===== src/common/plf_pkg.sv =====
/*
 * package for the pid loop limit and feedback stage: scale, field
 * layouts, selector codes, defaults and the carrier structs.
 * assumes every percentage quantity arrives already in the common
 * 0.1 percent signed scale and that a single clock drives the block.
 */
// Overview of operation
// selector 0 clamps between both digital bounds
// selector 1 takes upper bound from input 1
// selector 2 takes lower bound from input 1
// selector 3 adds output to input 1
// feedback select: in2, in1, current, bus voltage
// small error disables the internal ramps
// large error re-enables the internal ramps
// zero threshold keeps ramps always enabled
// display value multiplied by 0.000..50.000 scale
// standby exits once feedback drops below wake level
// policy 0 runs controller whether enabled or not
// policy 1 runs only enabled, restarts at zero
// all quantities share one percent scale
// integrator held at active clamp bound
package plf_pkg;

    // common percent scale: one lsb is 0.1 percent
    localparam int          PCT_W          = 16;
    localparam int          VIEW_W         = 32;
    localparam logic [15:0] PCT_FULL       = 16'h03E8;  // 100.0 percent
    localparam logic signed [15:0] PCT_MAX = 16'sh7FFF;
    localparam logic signed [15:0] PCT_MIN = -16'sh7FFF;

    // display scale in thousandths, 0.000 .. 50.000
    localparam logic [15:0] VIEW_SCALE_MAX = 16'hC350;  // 50.000
    localparam logic [15:0] VIEW_SCALE_RST = 16'h0000;  // 0.000
    localparam logic [15:0] WAKE_RST       = 16'h0032;  // 5.0 percent
    localparam logic        RESTART_RST    = 1'b1;      // run only when enabled

    // limit scheme codes
    localparam logic [1:0] LIM_DIGITAL  = 2'h0;
    localparam logic [1:0] LIM_UPPER_A1 = 2'h1;
    localparam logic [1:0] LIM_LOWER_A1 = 2'h2;
    localparam logic [1:0] LIM_ADD_A1   = 2'h3;

    // feedback source codes
    localparam logic [1:0] FB_AIN2      = 2'h0;
    localparam logic [1:0] FB_AIN1      = 2'h1;
    localparam logic [1:0] FB_CURRENT   = 2'h2;
    localparam logic [1:0] FB_BUS       = 2'h3;

    typedef logic signed [PCT_W-1:0] plf_pct_t;

    // standby state machine
    typedef enum logic [0:0] {
        PLF_RUN     = 1'b0,
        PLF_STANDBY = 1'b1
    } plf_state_t;

    // software settings, all held steady by the owner
    typedef struct packed {
        logic [1:0]  limit_scheme;
        logic [1:0]  feedback_select;
        plf_pct_t    upper_output_bound_setting;
        plf_pct_t    lower_output_bound_setting;
        logic [15:0] ramp_bypass_threshold;     // 0.1 percent, 0 = off
        logic [15:0] feedback_view_scale;       // thousandths
        logic [15:0] standby_wake_threshold;    // 0.1 percent
        logic        loop_restart_policy;
    } plf_cfg_t;

    // measured quantities, already in percent scale
    typedef struct packed {
        plf_pct_t ain1;
        plf_pct_t ain2;
        plf_pct_t motor_current;
        plf_pct_t dc_bus_voltage;
    } plf_meas_t;

endpackage : plf_pkg


===== src/core/plf_loop.sv =====
/*
 * pid loop limit and feedback stage: feedback routing, error,
 * integrating output with selectable limits, ramp bypass decision,
 * display scaling, standby wake and restart policy.
 * assumes the gains sit upstream and deliver a per-cycle output step,
 * and that all inputs are synchronous to sys_clk.
 */
module plf_loop (
    // clock and reset
    input  wire logic              sys_clk,
    input  wire logic              reset,
    // settings and measurements
    input  wire plf_pkg::plf_cfg_t  cfg,
    input  wire plf_pkg::plf_meas_t meas,
    input  wire plf_pkg::plf_pct_t  setpoint,
    input  wire plf_pkg::plf_pct_t  ctrl_step,
    // drive side
    input  wire logic              drive_enable,
    input  wire logic              standby_req,
    // results
    output logic signed [15:0]     demand_ff,
    output logic signed [15:0]     error_ff,
    output logic signed [15:0]     feedback_ff,
    output logic signed [31:0]     feedback_view_ff,
    output logic                   ramps_enable_ff,
    output logic                   standby_ff
);
    import plf_pkg::*;

    ////////////////////////////////////////////////////////////////////
    // helper functions

    // saturate a 17 bit sum into the percent range
    function automatic plf_pct_t sat17(input logic signed [16:0] v);
        if (v > 17'(PCT_MAX)) begin
            return PCT_MAX;
        end else if (v < 17'(PCT_MIN)) begin
            return PCT_MIN;
        end
        return v[15:0];
    endfunction : sat17

    // clamp between two bounds; lower wins if bounds cross
    function automatic plf_pct_t clamp(input plf_pct_t v, input plf_pct_t lo,
                                       input plf_pct_t hi);
        plf_pct_t r;                // value after the upper bound
        // upper first, lower last, so crossed bounds settle on lo
        r = (v > hi) ? hi : v;
        return (r < lo) ? lo : r;
    endfunction : clamp

    // magnitude, safe because the range is symmetric
    function automatic logic [15:0] mag(input plf_pct_t v);
        return (v < 0) ? 16'(-v) : 16'(v);
    endfunction : mag

    ////////////////////////////////////////////////////////////////////
    // declarations

    plf_pct_t    integ_ff;          // controller integrator
    plf_pct_t    nxt_integ;
    plf_pct_t    nxt_demand;
    plf_pct_t    nxt_error;
    plf_pct_t    nxt_feedback;
    logic signed [31:0] nxt_view;
    logic        nxt_ramps;
    plf_state_t  state_ff;
    plf_state_t  nxt_state;
    plf_pct_t    fb_sel;            // routed feedback, combinational
    plf_pct_t    lo_bound;          // active bounds
    plf_pct_t    hi_bound;
    logic        run_loop;          // controller allowed to integrate
    logic [15:0] view_scale;        // scale limited to its range
    logic [15:0] wake_level;        // wake level limited to 100.0

    ////////////////////////////////////////////////////////////////////
    // feedback routing and bound selection
    always_comb begin
        // route the feedback source
        unique case (cfg.feedback_select)
            FB_AIN2:    fb_sel = meas.ain2;
            FB_AIN1:    fb_sel = meas.ain1;
            FB_CURRENT: fb_sel = meas.motor_current;
            FB_BUS:     fb_sel = meas.dc_bus_voltage;
        endcase
        // all selected bounds are percent values like the output
        lo_bound = cfg.lower_output_bound_setting;
        hi_bound = cfg.upper_output_bound_setting;
        unique case (cfg.limit_scheme)
            LIM_DIGITAL: begin
                lo_bound = cfg.lower_output_bound_setting;
                hi_bound = cfg.upper_output_bound_setting;
            end
            LIM_UPPER_A1: begin
                hi_bound = meas.ain1;
            end
            LIM_LOWER_A1: begin
                lo_bound = meas.ain1;
            end
            LIM_ADD_A1: begin
                // trim mode keeps the digital bounds on the raw output
                lo_bound = cfg.lower_output_bound_setting;
                hi_bound = cfg.upper_output_bound_setting;
            end
        endcase
        // out-of-range settings are limited rather than rejected
        view_scale = (cfg.feedback_view_scale > VIEW_SCALE_MAX) ?
                     VIEW_SCALE_MAX : cfg.feedback_view_scale;
        wake_level = (cfg.standby_wake_threshold > PCT_FULL) ?
                     PCT_FULL : cfg.standby_wake_threshold;
    end

    ////////////////////////////////////////////////////////////////////
    // controller integrator, output, error and ramp decision
    always_comb begin
        // policy 0 integrates always, policy 1 only while enabled
        run_loop = !cfg.loop_restart_policy || drive_enable;
        nxt_error = sat17(17'(setpoint) - 17'(fb_sel));
        if (!run_loop) begin
            // held at zero so the next enable restarts from zero
            nxt_integ = '0;
        end else begin
            // stop at the active bound so no wind-up builds up
            nxt_integ = clamp(sat17(17'(integ_ff) + 17'(ctrl_step)),
                              lo_bound, hi_bound);
        end
        // bounds may move under a held integrator, so clamp again
        nxt_demand = clamp(integ_ff, lo_bound, hi_bound);
        if (cfg.limit_scheme == LIM_ADD_A1) begin
            nxt_demand = sat17(17'(nxt_demand) + 17'(meas.ain1));
        end
        // zero threshold disables the bypass; equal error keeps ramps
        if (cfg.ramp_bypass_threshold == 16'h0000) begin
            nxt_ramps = 1'b1;
        end else if (mag(nxt_error) < cfg.ramp_bypass_threshold) begin
            nxt_ramps = 1'b0;
        end else begin
            nxt_ramps = 1'b1;
        end
        nxt_feedback = fb_sel;
        // display only; the loop never reads this product
        // both factors widened first so the product keeps all 32 bits
        nxt_view = 32'(fb_sel) * 32'($signed({1'b0, view_scale}));
    end

    ////////////////////////////////////////////////////////////////////
    // standby state machine
    always_comb begin
        nxt_state = state_ff;
        unique case (state_ff)
            PLF_RUN: begin
                // entry is accepted under either restart policy
                if (standby_req) begin
                    nxt_state = PLF_STANDBY;
                end
            end
            PLF_STANDBY: begin
                // leave only once the feedback has dropped under the level
                if (fb_sel < $signed({1'b0, wake_level[14:0]})) begin
                    nxt_state = PLF_RUN;
                end
            end
        endcase
    end

    ////////////////////////////////////////////////////////////////////
    // registers
    always_ff @(posedge sys_clk or posedge reset) begin
        if (reset) begin
            integ_ff         <= '0;
            demand_ff        <= '0;
            error_ff         <= '0;
            feedback_ff      <= '0;
            feedback_view_ff <= '0;
            ramps_enable_ff  <= 1'b1;
            state_ff         <= PLF_RUN;
        end else begin
            integ_ff         <= nxt_integ;
            demand_ff        <= nxt_demand;
            error_ff         <= nxt_error;
            feedback_ff      <= nxt_feedback;
            feedback_view_ff <= nxt_view;
            ramps_enable_ff  <= nxt_ramps;
            state_ff         <= nxt_state;
        end
    end

    assign standby_ff = (state_ff == PLF_STANDBY);

    ////////////////////////////////////////////////////////////////////
    // assertions

    AST_FIXED_CLAMP: assert property (@(posedge sys_clk) disable iff (reset)
        (cfg.limit_scheme == LIM_DIGITAL) ##1 $stable(cfg) |->
        (demand_ff <= cfg.upper_output_bound_setting ||
         cfg.upper_output_bound_setting < cfg.lower_output_bound_setting))
        else $error("demand above upper bound in digital scheme");

    AST_UPPER_FROM_A1: assert property (@(posedge sys_clk) disable iff (reset)
        (cfg.limit_scheme == LIM_UPPER_A1 && integ_ff >= meas.ain1 &&
         meas.ain1 >= cfg.lower_output_bound_setting) |=> demand_ff == $past(meas.ain1))
        else $error("upper bound not taken from analog input 1");

    AST_LOWER_FROM_A1: assert property (@(posedge sys_clk) disable iff (reset)
        (cfg.limit_scheme == LIM_LOWER_A1 && integ_ff < meas.ain1) |=>
        demand_ff == $past(meas.ain1))
        else $error("lower bound not taken from analog input 1");

    AST_ADD_A1: assert property (@(posedge sys_clk) disable iff (reset)
        (cfg.limit_scheme == LIM_ADD_A1 && integ_ff >= lo_bound && integ_ff <= hi_bound &&
         mag(integ_ff) < 16'h4000 && mag(meas.ain1) < 16'h4000) |=>
        demand_ff == $past(integ_ff) + $past(meas.ain1))
        else $error("trim sum is not output plus analog input 1");

    AST_FB_ROUTE: assert property (@(posedge sys_clk) disable iff (reset)
        (cfg.feedback_select == FB_BUS) |=> feedback_ff == $past(meas.dc_bus_voltage))
        else $error("feedback not routed from bus voltage");

    AST_RAMP_BYPASS: assert property (@(posedge sys_clk) disable iff (reset)
        (cfg.ramp_bypass_threshold != 16'h0000 &&
         mag(nxt_error) < cfg.ramp_bypass_threshold) |=> !ramps_enable_ff)
        else $error("ramps left on for a small error");

    AST_RAMP_ON: assert property (@(posedge sys_clk) disable iff (reset)
        (mag(nxt_error) > cfg.ramp_bypass_threshold) |=> ramps_enable_ff)
        else $error("ramps off for a large error");

    AST_RAMP_ZERO: assert property (@(posedge sys_clk) disable iff (reset)
        (cfg.ramp_bypass_threshold == 16'h0000) [*2] |-> ramps_enable_ff)
        else $error("ramps off with zero threshold");

    AST_VIEW_ZERO: assert property (@(posedge sys_clk) disable iff (reset)
        (cfg.feedback_view_scale == 16'h0000) |=> feedback_view_ff == 32'sh0)
        else $error("display nonzero with zero scale");

    AST_WAKE: assert property (@(posedge sys_clk) disable iff (reset)
        (standby_ff && fb_sel >= $signed({1'b0, wake_level[14:0]})) |=> standby_ff)
        else $error("left standby with feedback above wake level");

    AST_RESTART_ZERO: assert property (@(posedge sys_clk) disable iff (reset)
        (cfg.loop_restart_policy && !drive_enable) ##1 drive_enable |->
        integ_ff == 16'sh0000)
        else $error("controller not restarted from zero at enable");

    AST_RUN_DISABLED: assert property (@(posedge sys_clk) disable iff (reset)
        (!cfg.loop_restart_policy && !drive_enable && ctrl_step > 0 &&
         integ_ff >= lo_bound && integ_ff < hi_bound) |=> integ_ff > $past(integ_ff))
        else $error("controller idle while disabled in continuous mode");

    AST_NO_WINDUP: assert property (@(posedge sys_clk) disable iff (reset)
        (run_loop && lo_bound <= hi_bound) |=>
        (integ_ff <= $past(hi_bound) && integ_ff >= $past(lo_bound)))
        else $error("integrator wound past active bound");

    COV_SATURATE: cover property (@(posedge sys_clk) disable iff (reset)
        run_loop && integ_ff == hi_bound ##1 integ_ff == hi_bound);
    COV_BYPASS: cover property (@(posedge sys_clk) disable iff (reset)
        ramps_enable_ff ##1 !ramps_enable_ff);
    COV_WAKE: cover property (@(posedge sys_clk) disable iff (reset)
        standby_ff ##1 !standby_ff);
    COV_TRIM: cover property (@(posedge sys_clk) disable iff (reset)
        cfg.limit_scheme == LIM_ADD_A1 && demand_ff != integ_ff);

endmodule : plf_loop


===== config.mk =====
export PLATFORM = sky130hd
export DESIGN_NAME = plf_loop
export DESIGN_NICKNAME = d
export VERILOG_FILES = /design/src/common/plf_pkg.sv /design/src/core/plf_loop.sv
export SDC_FILE = /design/constraint.sdc
export NUM_CORES = 1
export LEC_CHECK = 0
export BUFFER_PORTS_ARGS = -buffer_cell sky130_fd_sc_hd__buf_2
export CORE_MARGIN = 2
export CORE_UTILIZATION = 35
export CTS_BUF_LIST = sky130_fd_sc_hd__clkbuf_8
export CTS_CLUSTER_SIZE = 10
export DETAILED_ROUTE_END_ITERATION = 8
export GPL_ROUTABILITY_DRIVEN = 0
export SYNTH_ARGS = -nofsm -noshare
export SYNTH_HDL_FRONTEND = slang
export SYNTH_SLANG_ARGS = --single-unit
export TNS_END_PERCENT = 20

===== constraint.sdc =====
create_clock -name sys_clk -period 9.4 [get_ports sys_clk]
set_input_delay 1.88 -clock sys_clk [delete_from_list [all_inputs] [get_ports sys_clk]]
set_output_delay 1.88 -clock sys_clk [all_outputs]
set_load 0.01 [all_outputs]

## Word level (Yosys, flattened, before mapping)

Cells that the tools add are included.

- Flip-flop bits (word level): 98
- Input bits: 185
- Output and inout port bits: 82

- Add/subtract/negate cells: 4
- Bitwise operators: 1
- Reduce and logical (&&, ||, !) cells: 4
- Eq/ne operators: 6
- $lt $le $gt $ge: 15
- Multiply operators: 1
- Multiplexer cells: 35

Operator list:

| operator | count |
|---|---|
| 16-bit 2-to-1 mux | 20 |
| 16-bit < comparator | 4 |
| 16-bit case mux with 4 select lines | 1 |
| 17-bit by 16-bit greater-than comparator with 1-bit output (second input constant) | 3 |
| 17-bit by 16-bit < comparator with 1-bit output (second input constant) | 3 |
| 16-bit by 16-bit adder with 17-bit output | 2 |
| 16-bit greater-than comparator | 2 |
| 16-bit by 17-bit multiplier with 32-bit output | 1 |
| 16-bit by 16-bit subtractor with 17-bit output | 1 |
| 16-bit by 10-bit greater-than comparator with 1-bit output (second input constant) | 1 |
| 16-bit greater-than comparator (second input constant) | 1 |
| 16-bit logical NOT | 1 |
| 16-bit by 1-bit < comparator with 1-bit output (second input constant) | 1 |
| 16-bit negator | 1 |
| 15-bit 2-to-1 mux | 1 |
| 1-bit 2-to-1 mux | 12 |
| 2-bit == test (second input constant) | 4 |
| 2-bit by 1-bit == test with 1-bit output (second input constant) | 2 |
| 2-bit logical NOT | 1 |
| 1-bit case mux with 2 select lines | 1 |
| 1-bit logical NOT | 1 |
| 1-bit logical OR | 1 |
| 1-bit NOT | 1 |

## Depth between registers and ports, before layout

Gate-level depths: netlist of run 1.

- Depth after elaboration: 13
- Gate-level depth with buffers: 39

## Worst setup path before layout of run 1

Ideal clock, no wire load.

- Path kind: input-to-reg
- From: in cfg[84] (netlist bit)
- To: reg demand_ff[14]
- Stages on the path: 38
- Path slack: -0.146 ns
- Data arrival time: 9.421 ns
- Data required time: 9.275 ns
- Path through: nand2b_1 > buf_2 > buf_1 > mux2_2 > inv_1 > ha_1 > nand4_1 > or4_1 > a21o_1 > and2_1 > mux2i_1 > buf_4 > mux2i_1 > inv_1 > ha_1 > a21o_1 > a21o_1 > a21oi_1 > (+2 left out) > nand2b_1 > a21oi_1 > a41oi_4 > buf_6 > mux2i_1 > ha_1 > inv_1 > fa_1 > nor2b_1 > o31a_1 > o31a_1 > o2111ai_1 > a21oi_1 > a21o_1 > a31oi_1 > nand2_1 > a21boi_0 > mux2_2

- Cells in the longest elaborated chain, start to end: 13
- Elaborated cells on any way between the ends: 18
- Those cells by class: 1 x add/sub; 4 x order compare; 3 x eq/ne; 10 x mux

Ends and longest elaborated chain:

| element | line | text |
|---|---|---|
| from (decl) | plf_loop.sv:13 | `input wire plf_pkg::plf_cfg_t cfg,` |
| 2-bit by 1-bit == test with 1-bit output | plf_loop.sv:89 | `unique case (cfg.limit_scheme)` |
| 16-bit 2-to-1 mux | plf_loop.sv:89 |  |
| 16-bit greater-than comparator | plf_loop.sv:48 | `r = (v > hi) ? hi : v;` |
| 16-bit 2-to-1 mux | plf_loop.sv:48 |  |
| 16-bit < comparator | plf_loop.sv:49 | `return (r < lo) ? lo : r;` |
| 16-bit 2-to-1 mux | plf_loop.sv:49 |  |
| 16-bit by 16-bit adder with 17-bit output | plf_loop.sv:130 | `nxt_demand = sat17(17'(nxt_demand) + 17'(meas.ain1));` |
| 17-bit by 16-bit < comparator with 1-bit output | plf_loop.sv:37 | `end else if (v < 17'(PCT_MIN)) begin` |
| 1-bit 2-to-1 mux | plf_loop.sv:37 |  |
| 1-bit 2-to-1 mux | plf_loop.sv:35 | `if (v > 17'(PCT_MAX)) begin` |
| 1-bit 2-to-1 mux | plf_loop.sv:129 | `if (cfg.limit_scheme == LIM_ADD_A1) begin` |
| 16-bit 2-to-1 mux | plf_loop.sv:40 | `return v[15:0];` |
| 16-bit 2-to-1 mux (*) | plf_loop.sv:129 |  |
| via nxt_demand[14] | plf_loop.sv:62 | `plf_pct_t nxt_demand;` |
| to (signal assigned) | plf_loop.sv:179 | `demand_ff <= nxt_demand;` |
| to (decl) | plf_loop.sv:21 | `output logic signed [15:0] demand_ff,` |

Mark *: on every way through the listed nets, which the timed path passes. The rest lies on a longest branch. The select of a mux whose other input is x is not followed.

## Worst setup path after layout of run 1

- From: in cfg[20] (netlist bit)
- To: reg feedback_view_ff[30]

- Cells in the longest elaborated chain, start to end: 3

Ends and longest elaborated chain:

| element | line | text |
|---|---|---|
| 16-bit greater-than comparator | plf_loop.sv:107 | `view_scale = (cfg.feedback_view_scale > VIEW_SCALE_MAX) ?` |
| 16-bit 2-to-1 mux (*) | plf_loop.sv:107 |  |
| 16-bit by 17-bit multiplier with 32-bit output (*) | plf_loop.sv:143 | `nxt_view = 32'(fb_sel) * 32'($signed({1'b0, view_scale}));` |
| via nxt_view[30] | plf_loop.sv:65 | `logic signed [31:0] nxt_view;` |
| to (signal assigned) | plf_loop.sv:182 | `feedback_view_ff <= nxt_view;` |
| to (decl) | plf_loop.sv:24 | `output logic signed [31:0] feedback_view_ff,` |

Mark *: on every way through the listed nets, which the timed path passes. The rest lies on a longest branch.

==> impl_metrics.tcl, run 1 <==
set metrics [dict create \
    status "completed" \
    antenna_left 0 \
    timing.fmax_ghz 0.112 \
    grt_setup_unrepaired "false" \
    finalSetupViolCount 0 \
    io_buffers 266 \
    grt_use_total_pct 22.9 \
    synthCells 2164 \
    maxCapViolCount 0 \
    max_slew_margin_pct 37.0 \
    ys_ff_latch 98 \
    async_reset_ff_share_pct 100 \
    synth.avg_cell_area_um2 8.58 \
    num_vias 16908 \
    post-cts-setup-buffers 0 \
    drive_gt1_share_pct 19.5 \
    hp-class "flop to flop" \
    grt_max_degree 55 \
    synth_top_flop_cell "dfrtp_1" \
    arrival_ns 9.30 \
    final_cell_area_um2 21800 \
    grt_pass1_vias 17503 \
    die-area_um2 54900 \
    die_y_um 234 \
    yosys-top-cells-area "fa_1 (21%), ha_1 (17%), dfrtp_1 (13%)" \
    clk_latency_ns 0.47 \
    instances_no_fill 3209 \
    fin_crit_ns 8.95 \
    drc 0 \
    vias_per_cell 5.27 \
    yosysTopAreaCell "fa_1" \
    start_kind "input port" \
    fin_skew_ns 0.00861 \
    htreeDepth 3 \
    layout_common_cells "inv_1 (323), buf_2 (266), ha_1 (257)" \
    worstPathMaxFanout 9 \
    cts_max_path_buffers 2 \
    cts_buffers 9 \
    cts_root_buf "clkbuf_8" \
    row_count 84 \
    finalCritPeriodShare_pct 95.2 \
    path_class "input port to flop" \
    detail_route.wirelength_um 61400 \
    drt_pass1_iterations 5 \
    core_um2 52600 \
    synth-edff-count 0 \
    slowest_stage "fa_1" \
    synth.top_cell.area_share_pct 21.2 \
    crit_top_cell "fa_1" \
    cts.clk_slew.worst_paths_ns 0.11 \
    chipWidth_um 234 \
    endpoint_kind "flop" \
    cts_tree "done" \
    fin_util_pct 41.5 \
    crit_path_max_incr_delay_ns 0.54 \
    gr-total-overflow 0 \
    synth_seq_area_share_pct 13.2 \
    worstPathRequired_ns 9.75 \
    wl_per_cell_um 19.1 \
    r2r_setup_slack_ns 1.82 \
    final_common_cell "inv_1" \
    pin_count 267 \
    drt_iter0_markers 1007 \
    area_delta_synth_final_pct 17.6 \
    initial_core_util_pct 35.3 \
    dp_hpwl_um 52000 \
    yosysUniqueCellTypes 91 \
    yosysWarnings 0 \
    antenna_found_initial 2 \
    clock_sinks 98 \
    syn_area_um2 18600 \
    dpl-instance-area_um2 21600 \
    grt_pass1_wl_um 95700 \
    worst_pin_slew_ns 0.941 \
    nNetsFinal 3155 \
    slew_violations 0 \
    dp.cells 3193 \
    hold_viol_final 0 \
]
## flip-flops by register name, summed over array words and instances, names as in the netlist
signal / count
integ_ff: 16
feedback_view_ff: 32
ramps_enable_ff: 1
demand_ff: 16
standby_ff: 1
error_ff: 16
feedback_ff: 16
## worst paths after layout
kind | end | from | depth (start not counted)
setup / recovery | feedback_view_ff[30] | cfg[20] | 32
hold / removal | standby_ff | standby_ff | 1
setup reg to reg | integ_ff[8] | integ_ff[0] | 29
hold reg to reg | standby_ff | standby_ff | 1
max in group asynchronous | feedback_view_ff[16] | reset | 3
min in group asynchronous | error_ff[5] | reset | 2
## cell usage after synthesis (15+ instances only)
| master | number |
|---|---|
| xor2_1 | 22 |
| dfrtp_1 | 97 |
| xnor2_1 | 40 |
| nand3_1 | 22 |
| nand2b_1 | 28 |
| nor2_1 | 218 |
| a211oi_1 | 18 |
| a31oi_1 | 15 |
| a21o_1 | 47 |
| o21a_1 | 26 |
| mux2_2 | 21 |
| and2_1 | 16 |
| inv_1 | 324 |
| mux2i_1 | 73 |
| a21oi_1 | 98 |
| clkbuf_1 | 53 |
| ha_1 | 257 |
| o21ai_0 | 70 |
| nand4_1 | 17 |
| nor2b_1 | 15 |
| nand2_1 | 239 |
| fa_1 | 197 |
| nor3_1 | 20 |
## critical path, delay by kind of cell
family	cells	cell delay, ns
AND/OR/NAND/NOR	4	0.50
AO/OA/AOI/OAI	11	2.18
XOR/XNOR	1	0.16
buffers and inverters	9	1.17
adder cells (fa/ha/maj)	7	3.38
## metal layers
metal | track usage (%) | share of wire (%) | vias to the layer above
met1 | 29.4 | 43 | 8175
met5 | 0 | 0.054 | -
met4 | 9.75 | 4.0 | 4
met2 | 38.4 | 47 | 639
li1 | - | - | 7961
met3 | 3.28 | 6.4 | 129
## cell families (layout without fill, tap and decap cells)
| kind of cell | Yosys count | in the layout | share of synthesized area (%) |
|---|---|---|---|
| AOI/OAI and AO/OA | 389 | 389 | 14.1 |
| muxes | 106 | 106 | 6.54 |
| other | 2 | 7 | 0.0404 |
| adders and majority gates | 468 | 468 | 39.3 |
| buffers and inverters | 398 | 750 | 8.21 |
| DFF | 98 | 98 | 13.2 |
| and+or+nand+nor | 639 | 639 | 15.4 |
| xor gates and xnor gates | 64 | 64 | 3.16 |
## repair_timing
item                                    in CTS  in global routing
gates resized for setup                      0                  5
hold buffers                                 0                  0
endpoints found under the setup margin       0                  6
## cell type report
class / instances / area [um^2]
fill: 5295 / 30700
multi-input combinational: 1672 / 14600
sequential: 98 / 2450
timing repair buffer: 406 / 2410
inverter: 329 / 1240
tap: 688 / 861
clock buffer: 9 / 124
clock inverter: 6 / 115
antenna: 1 / 2.50
## per-stage QoR
step / setup WS (ns) / TNS, ns / hold slack, ns
after CTS: 0.339 / 0 / 0.537
after global placement: -0.0731 / -0.0731 / 0.503
final: 0.453 / 0 / 0.538
after floorplan: 0.0445 / 0 / 0.549
after global routing: 0.0297 / 0 / 0.570
after detailed placement: -0.0838 / -0.133 / 0.511
Power of run 1 is left out: the tool's default activity adds up to more than one toggle a clock period on the data nets, which glitch-free logic cannot reach.
==> run 2, diff against run 1 <==
--- a/config.mk
+++ b/config.mk
@@ -6,7 +6,7 @@
 export NUM_CORES = 1
 export LEC_CHECK = 0
 export BUFFER_PORTS_ARGS = -buffer_cell sky130_fd_sc_hd__buf_2
-export CORE_MARGIN = 2
+export CORE_MARGIN = 3
 export CORE_UTILIZATION = 35
 export CTS_BUF_LIST = sky130_fd_sc_hd__clkbuf_8
 export CTS_CLUSTER_SIZE = 10
==> run 2 against run 1 <==
  * Count of clock-buffer cells in the layout did not move
  * Final cell count rose by 0.28%
  * Sequential share of layout area barely moved
  * Worst setup slack got worse by 0.025 ns
  * Die area rose by 1.7%
  * Global-route usage fell by 0.42 points
  * Sequential cell count did not move
  * Utilization rose by 0.58 points
  * Non-clock buffer count rose by 16
  * Critical endpoint is now demand_ff[14]
==> impl_metrics.tcl, run 2 (synthesis results as in run 1) <==
set metrics [dict create \
    status "completed" \
    num_vias 16965 \
    area_delta_synth_final_pct 17.8 \
    cts.clk_slew.worst_paths_ns 0.11 \
    top_register "feedback_view_ff" \
    grt_max_degree 55 \
    cts_root_buf "clkbuf_8" \
    cp-startpoint "cfg[84]" \
    die-area_um2 55900 \
    max_slew_margin_pct 40.9 \
    vias_per_cell 5.27 \
    start_kind "input port" \
    dpl-instance-area_um2 21700 \
    die_y_um 236 \
    finalSetupViolCount 0 \
    r2r_setup_slack_ns 1.79 \
    finalCritPeriodShare_pct 95.4 \
    clock_sinks 98 \
    clk_latency_ns 0.48 \
    detail_route.wirelength_um 62400 \
    worst_pin_slew_ns 0.886 \
    grt_use_met2_pct 36.8 \
    arrival_ns 9.32 \
    cts_buffers 9 \
    layout_common_cells "inv_1 (324), buf_2 (266), ha_1 (257)" \
    reg2reg_depth 28 \
    cts_tree "done" \
    maxCapViolCount 0 \
    antenna_left 0 \
    cts_max_path_buffers 2 \
    grtUsageMet1_pct 29.1 \
    drt_pass1_iterations 6 \
    slew_violations 0 \
    use_met3_pct 4.24 \
    drive_gt1_share_pct 19.9 \
    final_cell_area_um2 21900 \
    grt_pass1_wl_um 98100 \
    pin_count 267 \
    hp-class "flop to flop" \
    wl_per_cell_um 19.4 \
    grt_use_total_pct 22.5 \
    timing.fmax_ghz 0.111 \
    worstPathRequired_ns 9.75 \
    nNetsFinal 3171 \
    grt_busiest_layer "met2" \
    path_class "input port to flop" \
    endpoint_kind "flop" \
    htreeDepth 3 \
    r2r-end "integ_ff[3]" \
    io_buffers 266 \
    antenna_found_initial 2 \
    gr-total-overflow 0 \
    grt_pass1_vias 17731 \
    crit_top_cell "a21o_1" \
    initial_core_util_pct 35.8 \
    fin_hold_ws_ns 0.693 \
    worstPathMaxFanout 6 \
    largest_register_ffs 32 \
    hold_viol_final 0 \
    r2r_start "integ_ff[1]" \
    slowest_stage "or4_1" \
    fin_crit_ns 8.97 \
    row_count 83 \
    fin_skew_ns 0.0237 \
    crit_path_max_incr_delay_ns 0.58 \
    chipWidth_um 236 \
    dp_hpwl_um 53300 \
    drc 0 \
    final_common_cell "inv_1" \
    core_um2 51900 \
    grt_setup_unrepaired "true" \
    drt_iter0_markers 1204 \
    setup.worst_path.end "demand_ff[14]" \
]
[run 2: layout make-up]
class / count / area, um^2
Antenna cell: 1 / 2.50
Clock buffer: 9 / 124
Clock inverter: 7 / 58.8
Fill cell: 5261 / 30100
Inverter: 329 / 1240
Multi-Input combinational cell: 1672 / 14600
Sequential cell: 98 / 2450
Tap cell: 680 / 851
Timing Repair Buffer: 422 / 2510
[run 2: per-stage QoR]
step | TNS, ns | utilization [%] | setup slack [ns] | instances
final | 0 | 42.1 | 0.428 | 3218
after global routing | -0.00158 | 42.1 | -0.00158 | 3218
after detailed placement | 0 | 41.7 | 0.0353 | 3200
after CTS | 0 | 42.1 | 0.508 | 3216
after global placement | 0 | 41.7 | 0.104 | 3200
after floorplan | 0 | - | 0.0445 | 2168
[run 2: timing repair]
action,4_1_cts,5_1_grt
setup buffers,0,1
resized for setup,0,5
endpoints found under the hold margin,0,0
hold buffers,0,0
endpoints found under the setup margin,0,10
[run 2: per-layer routing]
metal / vias to the layer above / share of wire (%)
met5: - / 0
li1: 7991 / -
met2: 690 / 46
met4: 0 / 3.9
met3: 117 / 7.3
met1: 8167 / 43
[run 2: critical path, delay by kind of cell]
| family | cells | cell delay, ns |
|---|---|---|
| AOI/OAI and AO/OA | 13 | 2.61 |
| buffers and inverters | 6 | 0.71 |
| and+or+nand+nor | 8 | 1.83 |
| adders and majority gates | 3 | 0.84 |
| muxes | 6 | 1.44 |
[run 2: worst min path at each step]
stage | start | end | slack (ns) | cells after the start
finish | standby_ff | standby_ff | 0.69 | 1
global route | standby_ff | standby_ff | 0.71 | 1
CTS | standby_ff | standby_ff | 0.68 | 1
detailed placement | standby_ff | standby_ff | 0.66 | 1
global placement | standby_ff | standby_ff | 0.66 | 1
floorplan | standby_ff | standby_ff | 0.55 | 1
Power of run 2 is left out for the same reason.
==> run 3, diff against run 2 <==
--- a/config.mk
+++ b/config.mk
@@ -8,7 +8,6 @@
 export BUFFER_PORTS_ARGS = -buffer_cell sky130_fd_sc_hd__buf_2
 export CORE_MARGIN = 3
 export CORE_UTILIZATION = 35
-export CTS_BUF_LIST = sky130_fd_sc_hd__clkbuf_8
 export CTS_CLUSTER_SIZE = 10
 export DETAILED_ROUTE_END_ITERATION = 8
 export GPL_ROUTABILITY_DRIVEN = 0
==> constraint.sdc (replaced) <==
create_clock -name sys_clk -period 9.5 [get_ports sys_clk]
set_input_delay 1.9 -clock sys_clk [delete_from_list [all_inputs] [get_ports sys_clk]]
set_output_delay 1.9 -clock sys_clk [all_outputs]
set_load 0.01 [all_outputs]
==> run 3 against run 2 <==
  * Final cell count down 0.96%
  * First-iteration DRC count down 2.0%
  * Hold slack got worse by 0.057 ns
  * Global-route usage is essentially flat
  * Critical path depth shrank 7
  * Die area unchanged
  * Sequential cell count stayed put
  * Worst setup slack improved by 0.0021 ns
  * Largest cell class unchanged
  * Highest routed layer unchanged
==> impl_metrics.tcl, run 3 (synthesis results as in run 1) <==
set metrics [dict create \
    cts_max_path_buffers 2 \
    r2r_setup_slack_ns 1.63 \
    slew_violations 0 \
    io_buffers 266 \
    reg2reg_depth 29 \
    fin_util_pct 42.0 \
    final_cell_area_um2 21800 \
    drc 0 \
    cts.clk_slew.worst_paths_ns 0.07 \
    htreeDepth 3 \
    antenna_left 0 \
    antenna_found_initial 2 \
    drive_gt1_share_pct 19.0 \
    die_y_um 236 \
    area_delta_synth_final_pct 17.3 \
    dp_hpwl_um 53100 \
    start_kind "input port" \
    hold-path-cell-count 1 \
    endpoint_kind "flop" \
    grt_pass1_wl_um 97700 \
    worstPathRequired_ns 9.79 \
    fin_skew_ns 0.00675 \
    path_class "input port to flop" \
    clk_latency_ns 0.41 \
    max_slew_margin_pct 39.9 \
    finalCritPeriodShare_pct 95.5 \
    detail_route.wirelength_um 62600 \
    clock_sinks 98 \
    r2r-end "integ_ff[3]" \
    vias_per_cell 5.33 \
    grt_setup_unrepaired "true" \
    hold_start "standby_ff" \
    wl_per_cell_um 19.6 \
    worstPathMaxFanout 14 \
    gr-total-overflow 0 \
    diodes 0 \
    hold_viol_final 0 \
    crit_top_cell "fa_1" \
    drt_iter0_markers 1180 \
    hp-class "flop to flop" \
    top_register "feedback_view_ff" \
    num_vias 16972 \
    initial_core_util_pct 35.8 \
    cts_buffers 9 \
    status "completed" \
    layout_common_cells "inv_1 (323), buf_2 (266), ha_1 (257)" \
    holdPathEnd "standby_ff" \
    final_common_cell "inv_1" \
    timing.fmax_ghz 0.110 \
    grt_max_degree 55 \
    slowest_stage "fa_1" \
    largest_register_ffs 32 \
    row_count 83 \
    finalSetupViolCount 0 \
    grt_pass1_vias 17640 \
    fin_crit_ns 9.07 \
    pin_count 267 \
    grt_use_total_pct 22.5 \
    maxCapViolCount 0 \
    chipWidth_um 236 \
    crit_path_max_incr_delay_ns 0.54 \
    r2r_start "integ_ff[0]" \
    die-area_um2 55900 \
    cts_tree "done" \
    core_um2 51900 \
    nNetsFinal 3141 \
    fill_cells 5205 \
    hold_buffers 0 \
    worst_pin_slew_ns 0.898 \
    drt_pass1_iterations 5 \
    dpl-instance-area_um2 21500 \
    arrival_ns 9.36 \
    cts_root_buf "clkbuf_16" \
]
run 3: cell types whose count changed in the layout (fill, tap and decap cells not counted), moves of 2 or more:
cell,before,now
clkbuf_8,9,2
buf_4,155,123
clkinvlp_4,0,2
inv_6,4,0
buf_12,1,3
clkbuf_16,0,9
run 3: critical path, delay by kind of cell:
family          cells  cell delay (ns)
fa+ha+maj           7             3.09
xor+xnor            1             0.15
buf+inv             9             1.81
mux                 1             0.44
simple gates        4             0.54
compound gates      7             1.41
run 3: routing by layer:
layer | GRT usage (%) | wire length [um] | up-vias
met3 | 4.15 | 4760 | 106
met1 | 29.5 | 26500 | 8242
met4 | 8.70 | 2270 | 0
li1 | - | - | 7945
met2 | 36.8 | 29000 | 679
met5 | 0 | 0 | -
run 3: cell type report:
cell class	instances	area [um^2]	share of cell area, %
flip-flops and latches	98	2450	11.3
repair buffers	392	2310	10.6
clock inverters	4	51.3	0.235
inverters	329	1240	5.70
multi-input cells	1672	14600	67.1
clock buffers	12	256	1.18
well taps	680	851	3.90
run 3: repair_timing:
action / 4_1_cts / 5_1_grt
gates resized for setup: 0 / 5
endpoints found under the setup margin: 0 / 16
buffers inserted: 0 / 0
run 3: worst max path at each step:
stage	start	to	slack [ns]
2_1_floorplan	cfg[84]	demand_ff[14]	0.12
3_3_place_gp	cfg[20]	feedback_view_ff[29]	0.03
3_5_place_dp	cfg[20]	feedback_view_ff[29]	0.06
4_1_cts	cfg[20]	feedback_view_ff[29]	0.43
5_1_grt	cfg[20]	feedback_view_ff[30]	-0.002
6_report	cfg[81]	feedback_view_ff[30]	0.43
run 3: stage by stage:
stage          hold slack [ns]  cells  worst slack, ns   TNS, ns
5_1_grt                  0.669   3187         -0.00165  -0.00165
2_1_floorplan            0.549   2168            0.125         0
4_1_cts                  0.653   3187            0.431         0
3_5_place_dp             0.636   3171           0.0579         0
3_3_place_gp             0.643   3171           0.0300         0
6_report                 0.635   3187            0.430         0
Power of run 3 is left out for the same reason.
